`src/common/memory_map_pkg.sv`:
```
// Constants and types shared by the memory-map decoder.
// Assumes a 16-bit CPU address space split into 4-Kbyte pages.
package memory_map_pkg;

   // Register block geometry
   localparam logic [15:0] REG_BLOCK_SIZE   = 16'h0040;
   localparam logic [5:0]  CONFIG_OFFSET    = 6'h3f;
   localparam logic [5:0]  MAP_OFFSET       = 6'h3d;
   localparam logic [15:0] CONFIG_ADDR      = 16'h103f;

   // Mapping register layout: RAM page in the upper nibble, register page in the lower
   localparam int          MAP_RAM_LSB      = 4;
   localparam int          MAP_REG_LSB      = 0;
   localparam logic [3:0]  RAM_PAGE_RESET   = 4'h0;
   localparam logic [3:0]  REG_PAGE_RESET   = 4'h1;

   // Configuration register layout
   localparam int          CFG_SECURITY_BIT = 3;
   localparam int          CFG_WATCHDOG_BIT = 2;
   localparam int          CFG_ROM_BIT      = 1;
   localparam int          CFG_EEPROM_BIT   = 0;
   localparam logic        ROM_ENABLE_RESET = 1'b1;

   // Early write window after reset, in clock cycles
   localparam int          WRITE_WINDOW_CYCLES = 64;
   localparam logic [6:0]  WRITE_WINDOW_COUNT  = 7'(WRITE_WINDOW_CYCLES);

   // Write protection phase of the write-once registers
   typedef enum logic {
      PROT_OPEN,
      PROT_LOCKED
   } prot_state_t;

   // Resource that answers one CPU access
   typedef enum logic [2:0] {
      SEL_NONE,
      SEL_REGS,
      SEL_RAM,
      SEL_ROM,
      SEL_EEPROM,
      SEL_EXTERNAL
   } target_t;

endpackage

```
`src/hw/memory_map_decoder.sv`:
```
// Memory-map decoder: selects the resource for each CPU access and holds the
// mapping and configuration registers.
// Assumes one clock (the bus clock), inputs synchronous to it, and a CPU
// that presents one access per cycle with i_acc_valid.
`timescale 1ns/1ns

// How it works
// - Registers beat RAM, RAM beats ROM
// - Normal mode: map written once, first 64 cycles
// - Special mode: protected registers writable any time
// - RAM page nibble sets RAM base, reset 0000
// - Register page nibble sets block base, reset 1000
// - ROM off goes external; single-chip forces on
// - EEPROM off goes external (none if single-chip), on means present
// - Security bit 1 disables; no option reads 1
// - Watchdog disable bit 1 stops watchdog
module memory_map_decoder #(
   parameter logic [15:0] RAM_SIZE        = 16'h0200,
   parameter logic [15:0] ROM_BASE        = 16'hd000,
   parameter logic [15:0] ROM_SIZE        = 16'h3000,
   parameter logic [15:0] EEPROM_BASE     = 16'hb600,
   parameter logic [15:0] EEPROM_SIZE     = 16'h0200,
   parameter logic        SECURITY_OPTION = 1'b0,
   parameter logic        SECURITY_RESET  = 1'b1,
   parameter logic        WATCHDOG_RESET  = 1'b0,
   parameter logic        EEPROM_RESET    = 1'b1
) (
   input  wire logic        i_ref_clk,
   input  wire logic        i_reset_n,
   input  wire logic        i_special_mode,
   input  wire logic        i_single_chip,
   input  wire logic        i_acc_valid,
   input  wire logic [15:0] i_acc_addr,
   input  wire logic [15:0] i_reg_addr,
   input  wire logic [7:0]  i_reg_wdata,
   input  wire logic        i_reg_wr,
   input  wire logic        i_reg_rd,
   output logic      [7:0]  o_reg_rdata,
   output logic             o_sel_valid,
   output logic             o_sel_regs,
   output logic             o_sel_ram,
   output logic             o_sel_rom,
   output logic             o_sel_eeprom,
   output logic             o_sel_external,
   output logic             o_sel_none,
   output logic      [15:0] o_sel_offset,
   output logic             o_watchdog_run,
   output logic             o_security_on
);

   // True when addr lies in [base, base+size)
   function automatic logic in_range(input logic [15:0] addr,
                                     input logic [15:0] base,
                                     input logic [15:0] size);
      logic [16:0] top;
      top = {1'b0, base} + {1'b0, size};
      return ({1'b0, addr} >= {1'b0, base}) && ({1'b0, addr} < top);
   endfunction

   // True when addr falls in the 64-byte block on the given page
   function automatic logic in_reg_block(input logic [15:0] addr,
                                         input logic [3:0]  page);
      return (addr[15:12] == page) && (addr[11:6] == 6'h00);
   endfunction

   logic [3:0]                   ram_page_q;
   logic [3:0]                   reg_page_q;
   logic                         security_disable_q;
   logic                         watchdog_disable_q;
   logic                         rom_enable_q;
   logic                         eeprom_enable_q;
   logic [6:0]                   cycle_cnt_q;
   logic                         map_written_q;
   logic                         cfg_written_q;
   memory_map_pkg::prot_state_t  prot_q;
   memory_map_pkg::target_t      target;
   logic [15:0]                  ram_base;
   logic [15:0]                  reg_base;
   logic                         port_regs;
   logic                         wr_map;
   logic                         wr_cfg;
   logic                         map_ok;
   logic                         cfg_ok;
   logic                         rom_live;
   logic                         security_read;
   logic [15:0]                  offset;

   assign ram_base  = {ram_page_q, 12'h000};
   assign reg_base  = {reg_page_q, 12'h000};
   assign port_regs = in_reg_block(i_reg_addr, reg_page_q);
   assign wr_map    = i_reg_wr && port_regs && (i_reg_addr[5:0] == memory_map_pkg::MAP_OFFSET);
   assign wr_cfg    = i_reg_wr && port_regs
                      && (i_reg_addr[5:0] == memory_map_pkg::CONFIG_OFFSET);
   // Special mode lifts the window; normal mode takes one write while open
   assign map_ok    = i_special_mode
                      || (prot_q == memory_map_pkg::PROT_OPEN && !map_written_q);
   assign cfg_ok    = i_special_mode
                      || (prot_q == memory_map_pkg::PROT_OPEN && !cfg_written_q);
   assign rom_live  = rom_enable_q || i_single_chip;
   // Without the manufacturing option the bit has no storage meaning
   assign security_read = SECURITY_OPTION ? security_disable_q : 1'b1;

   // Cycle counter for the early write window; saturates so it never wraps open
   always_ff @(posedge i_ref_clk or negedge i_reset_n) begin
      if (!i_reset_n) begin
         cycle_cnt_q <= 7'h00;
      end else if (cycle_cnt_q != memory_map_pkg::WRITE_WINDOW_COUNT) begin
         cycle_cnt_q <= cycle_cnt_q + 7'h01;
      end
   end

   always_ff @(posedge i_ref_clk or negedge i_reset_n) begin
      if (!i_reset_n) begin
         prot_q <= memory_map_pkg::PROT_OPEN;
      end else begin
         case (prot_q)
            memory_map_pkg::PROT_OPEN: begin
               if (cycle_cnt_q == memory_map_pkg::WRITE_WINDOW_COUNT - 7'h01) begin
                  prot_q <= memory_map_pkg::PROT_LOCKED;
               end
            end
            memory_map_pkg::PROT_LOCKED: begin
               prot_q <= memory_map_pkg::PROT_LOCKED;
            end
            default: begin
               prot_q <= memory_map_pkg::PROT_LOCKED;
            end
         endcase
      end
   end

   // Mapping register
   always_ff @(posedge i_ref_clk or negedge i_reset_n) begin
      if (!i_reset_n) begin
         ram_page_q    <= memory_map_pkg::RAM_PAGE_RESET;
         reg_page_q    <= memory_map_pkg::REG_PAGE_RESET;
         map_written_q <= 1'b0;
      end else if (wr_map && map_ok) begin
         ram_page_q    <= i_reg_wdata[memory_map_pkg::MAP_RAM_LSB +: 4];
         reg_page_q    <= i_reg_wdata[memory_map_pkg::MAP_REG_LSB +: 4];
         map_written_q <= !i_special_mode;
      end
   end

   // Configuration register, same write protection as the map
   always_ff @(posedge i_ref_clk or negedge i_reset_n) begin
      if (!i_reset_n) begin
         security_disable_q <= SECURITY_RESET;
         watchdog_disable_q <= WATCHDOG_RESET;
         rom_enable_q       <= memory_map_pkg::ROM_ENABLE_RESET;
         eeprom_enable_q    <= EEPROM_RESET;
         cfg_written_q      <= 1'b0;
      end else if (wr_cfg && cfg_ok) begin
         security_disable_q <= i_reg_wdata[memory_map_pkg::CFG_SECURITY_BIT];
         watchdog_disable_q <= i_reg_wdata[memory_map_pkg::CFG_WATCHDOG_BIT];
         rom_enable_q       <= i_reg_wdata[memory_map_pkg::CFG_ROM_BIT];
         eeprom_enable_q    <= i_reg_wdata[memory_map_pkg::CFG_EEPROM_BIT];
         cfg_written_q      <= !i_special_mode;
      end
   end

   // Read port: data stands in the cycle after the strobe only
   always_ff @(posedge i_ref_clk or negedge i_reset_n) begin
      if (!i_reset_n) begin
         o_reg_rdata <= 8'h00;
      end else if (i_reg_rd && port_regs) begin
         case (i_reg_addr[5:0])
            memory_map_pkg::MAP_OFFSET: begin
               o_reg_rdata <= {ram_page_q, reg_page_q};
            end
            memory_map_pkg::CONFIG_OFFSET: begin
               o_reg_rdata <= {4'h0, security_read, watchdog_disable_q,
                               rom_enable_q, eeprom_enable_q};
            end
            default: begin
               o_reg_rdata <= 8'h00;
            end
         endcase
      end else begin
         o_reg_rdata <= 8'h00;
      end
   end

   // Priority decode on the live map values
   always_comb begin
      target = memory_map_pkg::SEL_NONE;
      offset = 16'h0000;
      if (in_reg_block(i_acc_addr, reg_page_q)) begin
         target = memory_map_pkg::SEL_REGS;
         offset = i_acc_addr - reg_base;
      end else if (in_range(i_acc_addr, ram_base, RAM_SIZE)) begin
         target = memory_map_pkg::SEL_RAM;
         offset = i_acc_addr - ram_base;
      end else if (rom_live && in_range(i_acc_addr, ROM_BASE, ROM_SIZE)) begin
         target = memory_map_pkg::SEL_ROM;
         offset = i_acc_addr - ROM_BASE;
      end else if (eeprom_enable_q && in_range(i_acc_addr, EEPROM_BASE, EEPROM_SIZE)) begin
         target = memory_map_pkg::SEL_EEPROM;
         offset = i_acc_addr - EEPROM_BASE;
      end else if (!i_single_chip) begin
         target = memory_map_pkg::SEL_EXTERNAL;
         offset = i_acc_addr;
      end
   end

   always_ff @(posedge i_ref_clk or negedge i_reset_n) begin
      if (!i_reset_n) begin
         o_sel_valid    <= 1'b0;
         o_sel_regs     <= 1'b0;
         o_sel_ram      <= 1'b0;
         o_sel_rom      <= 1'b0;
         o_sel_eeprom   <= 1'b0;
         o_sel_external <= 1'b0;
         o_sel_none     <= 1'b0;
         o_sel_offset   <= 16'h0000;
      end else begin
         o_sel_valid    <= i_acc_valid;
         o_sel_regs     <= i_acc_valid && (target == memory_map_pkg::SEL_REGS);
         o_sel_ram      <= i_acc_valid && (target == memory_map_pkg::SEL_RAM);
         o_sel_rom      <= i_acc_valid && (target == memory_map_pkg::SEL_ROM);
         o_sel_eeprom   <= i_acc_valid && (target == memory_map_pkg::SEL_EEPROM);
         o_sel_external <= i_acc_valid && (target == memory_map_pkg::SEL_EXTERNAL);
         o_sel_none     <= i_acc_valid && (target == memory_map_pkg::SEL_NONE);
         o_sel_offset   <= i_acc_valid ? offset : 16'h0000;
      end
   end

   always_ff @(posedge i_ref_clk or negedge i_reset_n) begin
      if (!i_reset_n) begin
         o_watchdog_run <= 1'b0;
         o_security_on  <= 1'b0;
      end else begin
         o_watchdog_run <= !watchdog_disable_q;
         o_security_on  <= !security_read;
      end
   end
endmodule // memory_map_decoder

```
`config.mk`:
```
export PLATFORM = sky130hd
export DESIGN_NAME = memory_map_decoder
export DESIGN_NICKNAME = d
export VERILOG_FILES = /design/src/common/memory_map_pkg.sv /design/src/hw/memory_map_decoder.sv
export SDC_FILE = /design/constraint.sdc
export NUM_CORES = 1
export LEC_CHECK = 0
export BUFFER_PORTS_ARGS = -buffer_cell sky130_fd_sc_hd__buf_2
export CAP_MARGIN = 10
export CORE_MARGIN = 2
export CORE_UTILIZATION = 56
export DETAILED_ROUTE_END_ITERATION = 7
export GPL_TIMING_DRIVEN = 0
export PLACE_DENSITY = 0.85
export SLEW_MARGIN = 40
export SYNTH_ARGS = -nofsm -noshare
export SYNTH_HDL_FRONTEND = slang
export SYNTH_SLANG_ARGS = --single-unit
```
`constraint.sdc`:
```
create_clock -name i_ref_clk -period 6.3 [get_ports i_ref_clk]
set_clock_uncertainty 0.1 [all_clocks]
set_input_delay 0 -clock i_ref_clk [delete_from_list [all_inputs] [get_ports i_ref_clk]]
set_output_delay 0 -clock i_ref_clk [all_outputs]
set_load 0.1 [all_outputs]
```
==> impl_metrics.json <==
{
  "max_slew_margin_pct": 52.4,
  "antenna_left": 0,
  "die_h_um": 75.0,
  "arrival_ns": 3.06,
  "drc_errors": 0,
  "min_to": "cfg_written_q",
  "grt_overflow": 0,
  "cts_tree": "built",
  "vias_per_cell": 5.59,
  "post_cts_buffers": 0,
  "clockBufferDepth": 2,
  "cts_sinks": 53,
  "drtIter0Drc": 229,
  "synth.cell_area_sq_mm": 0.00282,
  "crit_slowest_cell": "a211oi_1",
  "io_buffer_count": 78,
  "drt_wl_total_mm": 6.92,
  "postSynthAreaPerCell_sq_um": 10.3,
  "num_io_pins": 80,
  "slowest_delay_ns": 0.59,
  "cts_root_buffer": "clkbuf_8",
  "cp_top_family": "simple AND/OR/NAND/NOR gates",
  "cap_violations": 0,
  "synthArstFlopShare_pct": 100,
  "startpoint_type": "input pin",
  "period_needed_ns": 2.99,
  "dpl_cell_area_sq_mm": 0.00330,
  "synth.distinct_cells": 55,
  "num_vias": 2525,
  "drive_above_1_share_pct": 28.8,
  "clock_latency_ns": 0.31,
  "yosysSeqAreaShare_pct": 47.2,
  "gp_congestion": 0.935,
  "postSynthCellCount": 274,
  "worst_slew_pin_slew_ns": 0.713,
  "initial_core_util_pct": 58.9,
  "drt-pass1-iter-count": 4,
  "r2r_slack_ns": 3.64,
  "final_cells": 452,
  "powerDensity_mw_per_mm2": 189,
  "rows": 25,
  "synthesis.nets": 337,
  "setup_viol": 0,
  "min-delay-start": "i_reg_wr",
  "hp-class": "in -> reg",
  "worstRegToRegCells": 7,
  "die_area_sq_mm": 0.00562,
  "outcome": "completed",
  "synth_ff_type": "dfrtp_1",
  "wl_per_cell_um": 15.3,
  "critPathRequiredTime_ns": 6.36,
  "hold_path_depth": 4,
  "antenna_found_initial": 0,
  "worst-path-buf-inv": 3,
  "synth_seq_cells": 53,
  "grt_pass1_wl_mm": 11.1,
  "fin_area_sq_mm": 0.00365,
  "grt_usage_pct": 26.4,
  "fmax_mhz": 334,
  "end_kind": "flip-flop",
  "slew_violations": 0,
  "cts_buffers": 5,
  "grt_pass1_vias": 2380,
  "dpl.hpwl_mm": 4.84,
  "regToRegEndpoint": "o_sel_offset[2]",
  "timing.final.crit_share_pct": 47.5,
  "path_clk_slew_ns": 0.09,
  "core_sq_mm": 0.00479,
  "finalSetupTns_ns": 0,
  "htree_levels": 2,
  "syn_to_final_growth_pct": 29.5,
  "dieWidth_um": 75.0,
  "ir_worst_vdd_v": 0.000112,
  "yosysWarnings": 0,
  "place_inst": 419,
  "synth_enable_flop_cells": 0,
  "hold_ws_ns": 0.000401,
  "timing.rr.start": "ram_page_q[2]",
  "final-hold-violation-count": 0,
  "path_class": "in -> reg",
  "critical_path.max_fanout": 8,
  "path_cells": "dlygate4sd3_1 > buf_2 > or4_4 > or4_1 > clkbuf_2 > a21o_1 > a211oi_1 > o22ai_1",
  "nets": 447,
  "n_antenna_cell": 0,
  "grt_max_degree": 54,
  "leakagePower_nw": 1.78,
  "rsz0062_at_grt": "false"
}
## logic make-up (layout without fill, tap and decap cells)
kind of cell    after synthesis  after routing  share of synthesized area (%)
flops                        53             53                           47.2
fa+ha+maj                    16             16                           7.63
simple gates                 93             93                           18.6
compound gates               58             58                           14.1
xor+xnor                     11             11                           3.42
mux                          12             12                           4.79
buf+inv                      30            141                           4.17
other cells                   1              1                          0.133
## final cells by class
type	count	area [sq um]
inverters	24	90.1
repair buffers	103	643
plain buffers	6	27.5
clock inverters	1	5.00
fillers	340	1130
well taps	67	83.8
flip-flops and latches	53	1330
multi-input cells	191	1380
clock buffers	7	96.3
## stage by stage
stage | utilization (%) | total power, W | setup slack (ns)
after floorplan | - | 0.000436 | 3.96
after global placement | 68.8 | 0.000476 | 3.47
after detailed placement | 69.0 | 0.000479 | 3.68
after CTS | 76.3 | 0.000695 | 3.46
after global routing | 76.3 | 0.000716 | 3.24
final | 76.3 | 0.000692 | 3.31
## state kept, by name, summed over array words and instances (netlist names)
register	flops
o_sel_external	1
o_sel_regs	1
reg_page_q	4
ram_page_q	4
prot_q	1
o_sel_ram	1
cfg_written_q	1
o_reg_rdata	8
rom_enable_q	1
watchdog_disable_q	1
eeprom_enable_q	1
cycle_cnt_q	7
map_written_q	1
o_watchdog_run	1
o_sel_none	1
o_sel_eeprom	1
o_sel_offset	16
o_sel_rom	1
o_sel_valid	1
## layer usage
| metal | part of all wire, % | vias up | track usage [%] |
|---|---|---|---|
| li1 | - | 1211 | - |
| met1 | 40 | 1172 | 32.7 |
| met2 | 51 | 120 | 45.6 |
| met3 | 6.8 | 22 | 4.55 |
| met4 | 2.8 | 0 | 11.3 |
| met5 | 0 | - | 0 |
## synthesized netlist by cell type (2+ instances only)
| library cell | count | area (sq um) |
|---|---|---|
| or4_1 | 3 | 22.5 |
| and2_1 | 11 | 68.8 |
| a211oi_1 | 3 | 22.5 |
| a21o_1 | 3 | 22.5 |
| o2bb2ai_1 | 2 | 17.5 |
| clkbuf_1 | 4 | 15.0 |
| dfrtp_1 | 50 | 1250 |
| a22oi_1 | 3 | 22.5 |
| o211ai_1 | 2 | 15.0 |
| nand2_1 | 15 | 56.3 |
| fa_1 | 2 | 40.0 |
| o22ai_1 | 3 | 18.8 |
| nand4_1 | 4 | 25.0 |
| nand3_1 | 7 | 35.0 |
| and3_1 | 6 | 37.5 |
| nor3_1 | 4 | 20.0 |
| a2111oi_0 | 3 | 26.3 |
| or2_2 | 3 | 18.8 |
| inv_1 | 24 | 90.1 |
| a211o_1 | 3 | 26.3 |
| ha_1 | 14 | 175 |
| dfstp_2 | 3 | 78.8 |
| mux2_2 | 12 | 135 |
| o21ai_0 | 12 | 60.1 |
| nor4b_1 | 4 | 35.0 |
| xnor2_1 | 8 | 70.1 |
| a21oi_1 | 11 | 55.1 |
| xor2_1 | 3 | 26.3 |
| nor4_1 | 10 | 62.6 |
| nor2_1 | 16 | 60.1 |
| a31oi_1 | 2 | 12.5 |
## power by group
group	switching (W)	internal [W]
clock network	0.000106	0.0000994
logic	0.0000967	0.0000419
registers	0.00000133	0.000346
total	0.000204	0.000488
## layout by cell type (no fill, tap or decap), drive strengths merged, types with 4 or more instances in the layout
master	instances
and3	6
o21ai	13
ha	14
nand4	4
nor4	10
clkbuf	12
buf	79
or4	5
nor2	16
and2	11
xnor2	8
a21o	4
a211o	4
mux2	12
inv	24
a21oi	11
nor4b	4
nand3	7
nor3	4
dfrtp	50
nand2	15
dlygate4sd3	25
## how the worst max path moves through the flow
stage / startpoint / endpoint / slack [ns] / cells after the start
finish: i_acc_addr[11] / o_sel_offset[11] / 3.31 / 8
global route: i_acc_addr[11] / o_sel_offset[11] / 3.24 / 8
CTS: i_acc_addr[11] / o_sel_offset[11] / 3.46 / 8
detailed placement: i_acc_addr[11] / o_sel_offset[11] / 3.68 / 7
global placement: ram_page_q[2] / o_sel_offset[6] / 3.47 / 7
floorplan: ram_page_q[2] / o_sel_offset[0] / 3.96 / 7
## worst min-delay path, delay by kind of cell
family,cells,cell delay (ns)
buf+inv,2,0.15
compound gates,1,0.14
simple gates,1,0.07
## what timing repair did
item                                   CTS  global route
gates resized for setup                  0             0
endpoints found under the hold margin   84             0
hold buffers                            25             0
No activity file was read; power rests on OpenSTA's default activity.
